File: config.mk
export PLATFORM = sky130hd
export DESIGN_NAME = rap_top
export DESIGN_NICKNAME = d
export VERILOG_FILES = /design/src/inc/rap_pkg.sv /design/src/inc/rap_mon_if.sv /design/src/core/rap_top.sv /design/src/core/rap_alarm_qual.sv
export SDC_FILE = /design/constraint.sdc
export NUM_CORES = 1
export LEC_CHECK = 0
export ABC_AREA = 0
export BUFFER_PORTS_ARGS = -buffer_cell sky130_fd_sc_hd__buf_4
export CAP_MARGIN = 20
export CORE_MARGIN = 5
export CORE_UTILIZATION = 50
export DETAILED_ROUTE_END_ITERATION = 8
export PLACE_DENSITY = 0.86
export SYNTH_ARGS = -nofsm -noshare
export SYNTH_HDL_FRONTEND = slang
export SYNTH_HIERARCHICAL = 1
export SYNTH_SLANG_ARGS = --single-unit
export TNS_END_PERCENT = 30
File: constraint.sdc
create_clock -name core_clk -period 3.6 [get_ports core_clk]
set_input_delay 0.18 -clock core_clk [delete_from_list [all_inputs] [get_ports core_clk]]
set_output_delay 0.18 -clock core_clk [all_outputs]
set_load 0.1 [all_outputs]
File: src/inc/rap_pkg.sv
// Constants and types shared by the reset and alarm pin control block
package rap_pkg;

  // Bus geometry
  localparam int unsigned RAP_ADDR_W      = 8;
  localparam int unsigned RAP_DATA_W      = 32;
  localparam int unsigned RAP_NUM_INPUTS  = 2;

  // Register byte offsets
  localparam logic [7:0]  RAP_OFS_CTRL     = 8'h00;
  localparam logic [7:0]  RAP_OFS_STATUS   = 8'h04;
  localparam logic [7:0]  RAP_OFS_IRQ_STS  = 8'h08;
  localparam logic [7:0]  RAP_OFS_IRQ_MASK = 8'h0C;

  // Control register field positions
  localparam int unsigned RAP_CTRL_IRQ_SEL   = 0;
  localparam int unsigned RAP_CTRL_IRQ_POL   = 1;
  localparam int unsigned RAP_CTRL_IN1_SEL   = 2;
  localparam int unsigned RAP_CTRL_IN2_SEL   = 3;
  localparam int unsigned RAP_CTRL_ALM_POL   = 4;
  localparam int unsigned RAP_CTRL_IN1_OFS   = 5;
  localparam int unsigned RAP_CTRL_IN2_OFS   = 6;
  localparam int unsigned RAP_CTRL_IN1_ABS   = 8;
  localparam int unsigned RAP_CTRL_IN2_ABS   = 10;
  localparam int unsigned RAP_CTRL_CLK_EN    = 12;

  // Reset values
  localparam logic        RAP_SEL_RST        = 1'b0;
  localparam logic        RAP_POL_RST        = 1'b0;
  localparam logic        RAP_OFS_EN_RST     = 1'b1;
  localparam logic [1:0]  RAP_ABS_EN_RST     = 2'h3;
  localparam logic        RAP_CLK_EN_RST     = 1'b0;
  localparam logic [3:0]  RAP_IRQ_STS_RST    = 4'h0;
  localparam logic [3:0]  RAP_IRQ_MASK_RST   = 4'hF;

  // Signal-absent monitor modes
  localparam logic [1:0]  RAP_ABS_OFF        = 2'h0;
  localparam logic [1:0]  RAP_ABS_RSVD       = 2'h1;
  localparam logic [1:0]  RAP_ABS_SLOW       = 2'h2;
  localparam logic [1:0]  RAP_ABS_NORMAL     = 2'h3;

  // AHB response code
  localparam logic        RAP_HRESP_OKAY     = 1'b0;

  // Bus data-phase tracking
  typedef enum logic [1:0] {
    RAP_PH_IDLE  = 2'b01,
    RAP_PH_WRITE = 2'b10
  } rap_phase_t;

endpackage : rap_pkg

File: src/inc/rap_mon_if.sv
// Bundle between the pin controller and one input's alarm qualifier
`timescale 1ns/10ps
interface rap_mon_if;
  logic       signal_absent;
  logic       slow_signal_absent;
  logic       freq_offset_alarm;
  logic [1:0] absence_monitor_enable;
  logic       offset_monitor_enable;
  logic       absent_hit;
  logic       offset_hit;
  logic       alarm;

  modport qual (
    input  signal_absent,
    input  slow_signal_absent,
    input  freq_offset_alarm,
    input  absence_monitor_enable,
    input  offset_monitor_enable,
    output absent_hit,
    output offset_hit,
    output alarm
  );

  modport ctl (
    output signal_absent,
    output slow_signal_absent,
    output freq_offset_alarm,
    output absence_monitor_enable,
    output offset_monitor_enable,
    input  absent_hit,
    input  offset_hit,
    input  alarm
  );
endinterface : rap_mon_if

File: src/core/rap_top.sv
// Reset handling, status pin muxing and alarm interrupts with an AHB-Lite register slave
//
// Contract
// - Low reset input returns all internal logic to a known state.
// - Reset forces every configuration register to its default value.
// - Clock outputs stay tristated while reset is asserted.
// - Interrupt select set makes the combined pin the interrupt output.
// - Interrupt mode shows unmasked sources only, level set by interrupt polarity.
// - Input-one select with interrupt select clear shows input-one absence or offset.
// - Default polarity: combined pin 0 when input one present, 1 on alarm.
// - Alarm polarity sets combined pin level in input-one alarm mode.
// - Neither function selected: combined pin is tristated.
// - Input-two select set makes second pin show input-two absence or offset.
// - Default polarity: second pin 0 when input two present, 1 on alarm.
// - Alarm polarity also inverts the second pin.
// - Input-two select clear tristates the second pin.
// - Absence enable: 00 off, 01 reserved, 10 slow monitor, 11 normal.
// - Offset enable 0 disables and 1 enables offset monitoring.
//
// Chosen here: the AHB-Lite slave port and the placing of the registers.
`timescale 1ns/10ps
module rap_top #(
  parameter int unsigned NUM_INPUTS = rap_pkg::RAP_NUM_INPUTS  // Monitored clock inputs
) (
  input  wire logic                          core_clk,                       // Core clock
  input  wire logic                          rst_n,                          // Async reset, low
  input  wire logic                          hsel,                           // Slave select
  input  wire logic [31:0]                   haddr,                          // Byte address
  input  wire logic [1:0]                    htrans,                         // Transfer type
  input  wire logic                          hwrite,                         // Write not read
  input  wire logic [2:0]                    hsize,                          // Transfer size
  input  wire logic [rap_pkg::RAP_DATA_W-1:0] hwdata,                        // Write data
  input  wire logic                          hready,                         // Bus ready
  output logic                               hreadyout,                      // Slave ready
  output logic                               hresp,                          // Response
  output logic      [rap_pkg::RAP_DATA_W-1:0] hrdata,                        // Read data
  input  wire logic                          in1_signal_absent,              // Input one absent
  input  wire logic                          in1_slow_signal_absent,         // Input one slow
  input  wire logic                          in1_freq_offset_alarm,          // Input one offset
  input  wire logic                          in2_signal_absent,              // Input two absent
  input  wire logic                          in2_slow_signal_absent,         // Input two slow
  input  wire logic                          in2_freq_offset_alarm,          // Input two offset
  output logic                               irq_or_in1_invalid_pin_o,       // Combined pin level
  output logic                               irq_or_in1_invalid_pin_oe,      // Combined pin drive
  output logic                               in2_invalid_pin_o,              // Second pin level
  output logic                               in2_invalid_pin_oe,             // Second pin drive
  output logic                               irq,                            // Interrupt, high
  output logic                               clk_out_enable                  // Clock outputs on
);
  import rap_pkg::*;

  if (NUM_INPUTS != RAP_NUM_INPUTS) begin : g_check
    $error("rap_top serves exactly two clock inputs");
  end

  typedef struct packed {
    rap_phase_t             phase;
    logic [RAP_ADDR_W-1:0]  wr_addr;
    logic [RAP_DATA_W-1:0]  rdata;
    logic                   irq_output_select;
    logic                   irq_polarity;
    logic                   in1_alarm_output_select;
    logic                   in2_alarm_output_select;
    logic                   alarm_polarity;
    logic [1:0]             offset_monitor_enable;
    logic [1:0]             in1_absence_monitor_enable;
    logic [1:0]             in2_absence_monitor_enable;
    logic                   clk_enable;
    logic [3:0]             irq_sts;
    logic [3:0]             irq_mask;
    logic                   pin1_o;
    logic                   pin1_oe;
    logic                   pin2_o;
    logic                   pin2_oe;
    logic                   irq;
  } rap_state_t;

  localparam rap_state_t ST_RST = '{
    phase:                      RAP_PH_IDLE,
    wr_addr:                    '0,
    rdata:                      '0,
    irq_output_select:          RAP_SEL_RST,
    irq_polarity:               RAP_POL_RST,
    in1_alarm_output_select:    RAP_SEL_RST,
    in2_alarm_output_select:    RAP_SEL_RST,
    alarm_polarity:             RAP_POL_RST,
    offset_monitor_enable:      {2{RAP_OFS_EN_RST}},
    in1_absence_monitor_enable: RAP_ABS_EN_RST,
    in2_absence_monitor_enable: RAP_ABS_EN_RST,
    clk_enable:                 RAP_CLK_EN_RST,
    irq_sts:                    RAP_IRQ_STS_RST,
    irq_mask:                   RAP_IRQ_MASK_RST,
    pin1_o:                     1'b0,
    pin1_oe:                    1'b0,
    pin2_o:                     1'b0,
    pin2_oe:                    1'b0,
    irq:                        1'b0
  };

  rap_state_t r;
  rap_state_t n;

  // Per-input detector flags and qualified results
  logic [NUM_INPUTS-1:0] raw_absent;
  logic [NUM_INPUTS-1:0] raw_slow;
  logic [NUM_INPUTS-1:0] raw_offset;
  logic [NUM_INPUTS-1:0] absent_hit;
  logic [NUM_INPUTS-1:0] offset_hit;
  logic [NUM_INPUTS-1:0] alarm;
  logic [1:0]            abs_en [NUM_INPUTS];

  assign raw_absent = {in2_signal_absent, in1_signal_absent};
  assign raw_slow   = {in2_slow_signal_absent, in1_slow_signal_absent};
  assign raw_offset = {in2_freq_offset_alarm, in1_freq_offset_alarm};
  assign abs_en[0]  = r.in1_absence_monitor_enable;
  assign abs_en[1]  = r.in2_absence_monitor_enable;

  for (genvar i = 0; i < NUM_INPUTS; i++) begin : g_mon
    rap_mon_if mon ();

    assign mon.signal_absent          = raw_absent[i];
    assign mon.slow_signal_absent     = raw_slow[i];
    assign mon.freq_offset_alarm      = raw_offset[i];
    assign mon.absence_monitor_enable = abs_en[i];
    assign mon.offset_monitor_enable  = r.offset_monitor_enable[i];
    assign absent_hit[i]              = mon.absent_hit;
    assign offset_hit[i]              = mon.offset_hit;
    assign alarm[i]                   = mon.alarm;

    rap_alarm_qual u_qual (
      .mon (mon.qual)
    );
  end

  // Bus decode in the address phase
  logic                  take;
  logic                  take_wr;
  logic [RAP_ADDR_W-1:0] a_addr;
  logic [RAP_DATA_W-1:0] ctrl_word;
  logic [3:0]            events;
  logic [3:0]            w1c;
  logic                  irq_active;

  assign take    = hsel & htrans[1] & hready;
  assign take_wr = take & hwrite;
  assign a_addr  = haddr[RAP_ADDR_W-1:0];
  assign events  = {offset_hit[1], absent_hit[1], offset_hit[0], absent_hit[0]};

  always_comb begin
    n          = r;
    w1c        = 4'h0;
    ctrl_word  = '0;
    irq_active = 1'b0;

    // Data phase of a write: apply hwdata
    if (r.phase == RAP_PH_WRITE) begin
      case (r.wr_addr)
        RAP_OFS_CTRL: begin
          n.irq_output_select          = hwdata[RAP_CTRL_IRQ_SEL];
          n.irq_polarity               = hwdata[RAP_CTRL_IRQ_POL];
          n.in1_alarm_output_select    = hwdata[RAP_CTRL_IN1_SEL];
          n.in2_alarm_output_select    = hwdata[RAP_CTRL_IN2_SEL];
          n.alarm_polarity             = hwdata[RAP_CTRL_ALM_POL];
          n.offset_monitor_enable[0]   = hwdata[RAP_CTRL_IN1_OFS];
          n.offset_monitor_enable[1]   = hwdata[RAP_CTRL_IN2_OFS];
          n.in1_absence_monitor_enable = hwdata[RAP_CTRL_IN1_ABS +: 2];
          n.in2_absence_monitor_enable = hwdata[RAP_CTRL_IN2_ABS +: 2];
          n.clk_enable                 = hwdata[RAP_CTRL_CLK_EN];
        end
        RAP_OFS_IRQ_STS:  w1c        = hwdata[3:0];
        RAP_OFS_IRQ_MASK: n.irq_mask = hwdata[3:0];
        default: ;
      endcase
    end

    // Sticky status: a new event wins over a same-cycle clear
    n.irq_sts = (r.irq_sts & ~w1c) | events;

    // Next phase
    if (take_wr) begin
      n.phase   = RAP_PH_WRITE;
      n.wr_addr = a_addr;
    end else begin
      n.phase   = RAP_PH_IDLE;
      n.wr_addr = r.wr_addr;
    end

    // Read data taken from post-write values so back-to-back access is coherent
    ctrl_word[RAP_CTRL_IRQ_SEL]      = n.irq_output_select;
    ctrl_word[RAP_CTRL_IRQ_POL]      = n.irq_polarity;
    ctrl_word[RAP_CTRL_IN1_SEL]      = n.in1_alarm_output_select;
    ctrl_word[RAP_CTRL_IN2_SEL]      = n.in2_alarm_output_select;
    ctrl_word[RAP_CTRL_ALM_POL]      = n.alarm_polarity;
    ctrl_word[RAP_CTRL_IN1_OFS]      = n.offset_monitor_enable[0];
    ctrl_word[RAP_CTRL_IN2_OFS]      = n.offset_monitor_enable[1];
    ctrl_word[RAP_CTRL_IN1_ABS +: 2] = n.in1_absence_monitor_enable;
    ctrl_word[RAP_CTRL_IN2_ABS +: 2] = n.in2_absence_monitor_enable;
    ctrl_word[RAP_CTRL_CLK_EN]       = n.clk_enable;

    if (take && !hwrite) begin
      case (a_addr)
        RAP_OFS_CTRL:     n.rdata = ctrl_word;
        RAP_OFS_STATUS:   n.rdata = {28'h0000000, events};
        RAP_OFS_IRQ_STS:  n.rdata = {28'h0000000, n.irq_sts};
        RAP_OFS_IRQ_MASK: n.rdata = {28'h0000000, n.irq_mask};
        default:          n.rdata = '0;
      endcase
    end else begin
      n.rdata = '0;
    end

    // Interrupt from unmasked sticky bits
    irq_active = |(r.irq_sts & ~r.irq_mask);
    n.irq      = irq_active;

    // Combined status pin; interrupt function takes precedence
    if (r.irq_output_select) begin
      n.pin1_o  = irq_active ^ r.irq_polarity;
      n.pin1_oe = 1'b1;
    end else if (r.in1_alarm_output_select) begin
      n.pin1_o  = alarm[0] ^ r.alarm_polarity;
      n.pin1_oe = 1'b1;
    end else begin
      n.pin1_o  = 1'b0;
      n.pin1_oe = 1'b0;
    end

    // Second status pin
    if (r.in2_alarm_output_select) begin
      n.pin2_o  = alarm[1] ^ r.alarm_polarity;
      n.pin2_oe = 1'b1;
    end else begin
      n.pin2_o  = 1'b0;
      n.pin2_oe = 1'b0;
    end
  end

  // Every state bit returns to its default under reset
  always_ff @(posedge core_clk or negedge rst_n) begin
    if (!rst_n) begin
      r <= ST_RST;
    end else begin
      r <= n;
    end
  end

  assign hreadyout                 = 1'b1;
  assign hresp                     = RAP_HRESP_OKAY;
  assign hrdata                    = r.rdata;
  assign irq_or_in1_invalid_pin_o  = r.pin1_o;
  assign irq_or_in1_invalid_pin_oe = r.pin1_oe;
  assign in2_invalid_pin_o         = r.pin2_o;
  assign in2_invalid_pin_oe        = r.pin2_oe;
  assign irq                       = r.irq;
  assign clk_out_enable            = r.clk_enable & rst_n;

endmodule : rap_top

File: src/core/rap_alarm_qual.sv
// Qualifies one clock input's detector flags with its monitor enables
`timescale 1ns/10ps
module rap_alarm_qual (
  rap_mon_if.qual mon   // Detector flags in, qualified alarm out
);
  import rap_pkg::*;

  always_comb begin
    case (mon.absence_monitor_enable)
      RAP_ABS_OFF:    mon.absent_hit = 1'b0;
      RAP_ABS_RSVD:   mon.absent_hit = 1'b0;
      RAP_ABS_SLOW:   mon.absent_hit = mon.slow_signal_absent;
      RAP_ABS_NORMAL: mon.absent_hit = mon.signal_absent;
      default:        mon.absent_hit = 1'b0;
    endcase
  end

  assign mon.offset_hit = mon.offset_monitor_enable & mon.freq_offset_alarm;
  assign mon.alarm      = mon.absent_hit | mon.offset_hit;

endmodule : rap_alarm_qual

# After elaboration in Yosys (flattened, before gate mapping)
# Index checks and enable logic that the tools add are counted.
dict set report word_totals {
  romBits 0
  inputBits 80
  wordCells 70
  ram_bits 0
  n_memories 0
  latch_bits 0
  ff_bits 67
}
dict set report op_classes {
  multipliers 0
  n_reduce_logical 9
  bitwise 16
  n_lt_le_gt_ge 0
  eq_ne 12
  shift 0
  n_addsub 0
  div 0
  n_mux 14
}
# cell count
set ops {}
lappend ops {{13-bit one-hot mux with 4 select lines} 1}
lappend ops {{8-bit by 4-bit equality test with 1-bit output (second input constant)} 4}
lappend ops {{32-bit two-way mux} 1}
lappend ops {{12-bit two-way mux} 2}
lappend ops {{8-bit zero test} 2}
lappend ops {{4-bit two-way mux} 4}
lappend ops {{2-bit equality test (second input constant)} 5}
lappend ops {{10-bit two-way mux} 1}
lappend ops {{4-bit AND} 2}
lappend ops {{8-bit by 3-bit equality test with 1-bit output (second input constant)} 1}
lappend ops {{4-bit inverter} 2}
lappend ops {{1-bit AND} 6}
lappend ops {{2-bit two-way mux} 3}
lappend ops {{1-bit one-hot mux with 3 select lines} 2}
lappend ops {{2-bit by 1-bit equality test with 1-bit output (second input constant)} 2}
lappend ops {{2-bit zero test} 2}
lappend ops {{4-bit bitwise OR} 1}
lappend ops {{2-bit OR reduction} 2}
lappend ops {{4-bit OR reduction} 1}
lappend ops {{1-bit bitwise XOR} 3}
lappend ops {{1-bit bitwise OR} 2}
lappend ops {{1-bit logical AND} 1}
lappend ops {{1-bit zero test} 1}

# Depth between registers and ports, before layout
dict set report depth {
  depth_word 8
  mapped_depth 5
  ltp_nobuf 5
}

# Modules after synthesis
# The synthesis kept the hierarchy.
# module cells_per_inst area_each_um2 n_inst seq_area_each_um2
set modules_own_cells {}
lappend modules_own_cells {rap_top 207 2381.0 1 1189.9}
lappend modules_own_cells {rap_alarm_qual 5 33.8 2 0.0}

# Least setup slack after synthesis
# No wires, ideal clock.
dict set report synth_timing {
  path_kind {flip-flop to flip-flop}
  start {register r[62] (netlist bit)}
  end {register r, in the netlist hrdata[10]}
  synth_period_minus_slack_ps 1672
  setup_ps 118
  stages_incl_launch_ff 6
  n_path_buf 1
  path_slack_ps 1928
  arrival_time_ps 1553
  cell_sequence {dfrtp_1 -> nor4_4 -> and4bb_1 -> buf_6 -> mux2_4 -> and2b_1}
}
# element line_no
set synth_rtl {}
lappend synth_rtl {{start: declaration} rap_top.sv:100} ;# rap_state_t r;
lappend synth_rtl {{start signal: assignment} rap_top.sv:243} ;# r <= n;

==> results.json <==
{
  "port_buffers": 49,
  "grtUsageTotal": 0.149,
  "vias_per_cell": 4.93,
  "r2r_start": "r[58]$_DFFE_PN0P_",
  "finalClockSkew_ns": 0.00460,
  "worstPathArrival_ns": 2.62,
  "yosys-top-cells-count": "36 x dfrtp_1, 34 x buf_4, 14 x inv_1, 11 x dfstp_2",
  "worstPathMaxFanout": 15,
  "hp-class": "input port to flop",
  "ant_nets": 0,
  "seq_area_frac_synth": 0.486,
  "synth_area_mm2": 0.00245,
  "clock_path_buffers": 2,
  "avgRoutedWirePerCell_um": 14.0,
  "hp-start": "hwdata[2]",
  "rr_endpoint": "hrdata[11]$_DFF_PN0_",
  "synth_compound_area_frac": 0.0935,
  "power_frac_comb": 0.183,
  "vias": 1589,
  "synthXorXnorAreaFrac": 0.0107,
  "syn_to_final_growth_pct": 15.1,
  "hold_viol_final": 0,
  "dieArea_mm2": 0.00640,
  "row_count": 25,
  "synth-edff-count": 0,
  "worstHoldPathCells": 2,
  "netlist_instances": 217,
  "tns_ns": 0,
  "place_congestion": 0.857,
  "p_clk_frac": 0.330,
  "ys_top_cells_by_area": "dfrtp_1 37%, dfstp_2 12%, buf_4 10%",
  "dp.cells": 313,
  "cts_tree": "done",
  "synth_top_family_by_area": "simple AND/OR/NAND/NOR gates",
  "cp-start-kind": "flop",
  "switchingPower_w": 0.000353,
  "timing.final.ws_setup_ns": 1.17,
  "overflow": 0,
  "p_leak_nw": 1.41,
  "antenna_found_initial": 0,
  "cts_buffers": 5,
  "ys_async_sr_fraction": 1.00,
  "crit_type": "flop to flop",
  "maxCapViolations": 0,
  "grt_max_degree": 49,
  "start_util": 0.515,
  "die_h_um": 80.0,
  "cts.sinks": 47,
  "grt_pass1_wl_um": 7310,
  "fin_cells": 322,
  "htreeDepth": 2,
  "holdPathEnd": "r[7]$_DFF_PN1_",
  "syn_area_per_cell_um2": 11.3,
  "worstSkewPairLatency_ns": 0.30,
  "place_ws_ns": 1.15,
  "drv_slew": 0,
  "netlist.area_leader.share": 0.368,
  "yosys_warnings": 6,
  "rr_worst_depth": 4,
  "dp_hpwl_um": 3280,
  "setup_violations": 0,
  "powerDensity_mw_per_mm2": 423,
  "n_antenna_cell": 0,
  "fin_nets": 334,
  "end_kind": "flop",
  "finalCritPeriodShare": 0.674,
  "grt_setup_unrepaired": "false",
  "yosysMostFrequentCell": "dfrtp_1",
  "crit_required_ns": 3.79,
  "coreArea_mm2": 0.00475,
  "path_clk_slew_ns": 0.08,
  "period_minus_slack_ns": 2.43,
  "r2r_slack_ns": 1.17,
  "yosysUniqueCellTypes": 44,
  "grt_pass1_vias": 1570,
  "outcome": "finished, final reports clean",
  "synthSimpleGateAreaFrac": 0.159,
  "firstDrtPassIters": 4,
  "synth-seq-cells": 47,
  "die_w_um": 80.0,
  "cts_root_buf": "clkbuf_8",
  "drtIter0Drc": 119,
  "worst_pin_slew_ns": 0.680,
  "power.internal_w": 0.000840,
  "nFillCells": 404,
  "ir_drop_mv": 0.266,
  "synth-adder-area-share": 0,
  "seqPwrFrac": 0.487,
  "post-route-drc-count": 0,
  "swShare": 0.296,
  "max_freq_mhz": 412,
  "drive_gt1_frac": 0.376,
  "relSlewSlack": 0.544,
  "yosysTopAreaCell": "dfrtp_1",
  "synth_ff_type": "dfrtp_1",
  "synthMuxAreaShare": 0.106,
  "num_io_pins": 120,
  "wirelength_um": 4510
}
-- final cells by class --
| type | count | area (µm²) | area share |
|---|---|---|---|
| repair buffers | 51 | 385 | 0.137 |
| clock buffers | 6 | 82.6 | 0.0293 |
| inverters | 14 | 52.6 | 0.0187 |
| well taps | 67 | 83.8 | 0.0298 |
| clock inverters | 2 | 35.0 | 0.0124 |
| flip-flops and latches | 47 | 1190 | 0.422 |
| multi-input cells | 135 | 988 | 0.351 |
-- through the flow --
step                       util  area (µm²)  total power, W  hold WS [ns]
after CTS                 0.593        2820         0.00120         0.112
after floorplan               -        2520        0.000769        -0.116
final                     0.593        2820         0.00119         0.118
after detailed placement  0.566        2690        0.000807         0.220
after global routing      0.593        2820         0.00124         0.107
after global placement    0.566        2690        0.000803         0.215
-- state kept, by name (all words and copies together) (netlist names) --
signal / cells
g_mon.mon.absence_monitor_enable: 4
r: 24
g_mon.mon.offset_monitor_enable: 2
irq_or_in1_invalid_pin_o: 1
irq: 1
in2_invalid_pin_oe: 1
in2_invalid_pin_o: 1
irq_or_in1_invalid_pin_oe: 1
hrdata: 12
-- how the worst max path moves through the flow --
| stage | start | to | slack, ns | depth (start not counted) |
|---|---|---|---|---|
| 2_1_floorplan | r[62]$_DFFE_PN0P_ | hrdata[10]$_DFF_PN0_ | 1.93 | 5 |
| 3_3_place_gp | r[58]$_DFFE_PN0P_ | hrdata[9]$_DFF_PN0_ | 1.18 | 4 |
| 3_5_place_dp | r[58]$_DFFE_PN0P_ | hrdata[11]$_DFF_PN0_ | 1.15 | 4 |
| 4_1_cts | r[58]$_DFFE_PN0P_ | hrdata[11]$_DFF_PN0_ | 1.14 | 4 |
| 5_1_grt | r[58]$_DFFE_PN0P_ | hrdata[12]$_DFF_PN0_ | 1.03 | 4 |
| 6_report | r[58]$_DFFE_PN0P_ | hrdata[11]$_DFF_PN0_ | 1.17 | 4 |
-- layout by cell type, fill, tap and decap left out, types with 3 or more instances in the layout --
cell,count
dfstp_2,11
o21ai_0,4
a21o_1,4
or2_2,6
inv_1,14
nand2b_1,3
mux2_2,8
and4_1,4
and2b_1,8
a31oi_1,7
nor2b_1,3
and3_1,5
clkbuf_8,6
mux2i_1,5
dfrtp_1,36
o21bai_1,4
nand2_1,5
buf_4,50
a21oi_1,3
mux2_4,8
nor2_1,7
conb_1,22
-- metal layers --
| layer | global-route usage | vias up | part of all wire |
|---|---|---|---|
| li1 | - | 755 | - |
| met1 | 0.190 | 772 | 0.43 |
| met2 | 0.244 | 55 | 0.49 |
| met3 | 0.0384 | 7 | 0.069 |
| met4 | 0.0557 | 0 | 0.016 |
| met5 | 0 | - | 0 |
-- cell families after synthesis --
kind of cell           Yosys count
buffers and inverters           55
XOR/XNOR                         3
AO/OA/AOI/OAI                   33
multiplexers                    21
other                            2
AND/OR/NAND/NOR                 56
flip-flops                      47
-- critical path: stages, from the launching register on --
cell,delay (ns)
dfrtp_1,0.41
nor4b_4,0.64
and4bb_1,0.75
mux2_4,0.36
and2b_1,0.15
-- power groups by stage --
| stage | Clock, W | Combinational [W] | Sequential [W] |
|---|---|---|---|
| 6_report | 0.000393 | 0.000219 | 0.000581 |
| 5_1_grt | 0.000422 | 0.000234 | 0.000584 |
| 3_5_place_dp | 0 | 0.000217 | 0.000590 |
| 4_1_cts | 0.000403 | 0.000219 | 0.000580 |
| 3_3_place_gp | 0 | 0.000214 | 0.000589 |
| 2_1_floorplan | 0 | 0.000179 | 0.000590 |
-- timing repair --
item | in CTS | in global routing
buffers inserted | 0 | 0
hold buffers | 1 | 0
endpoints found under the setup margin | 0 | 0
resized for setup | 0 | 0
endpoints found under the hold margin | 36 | 0
Note: power is estimated with default switching activity, not from simulation.
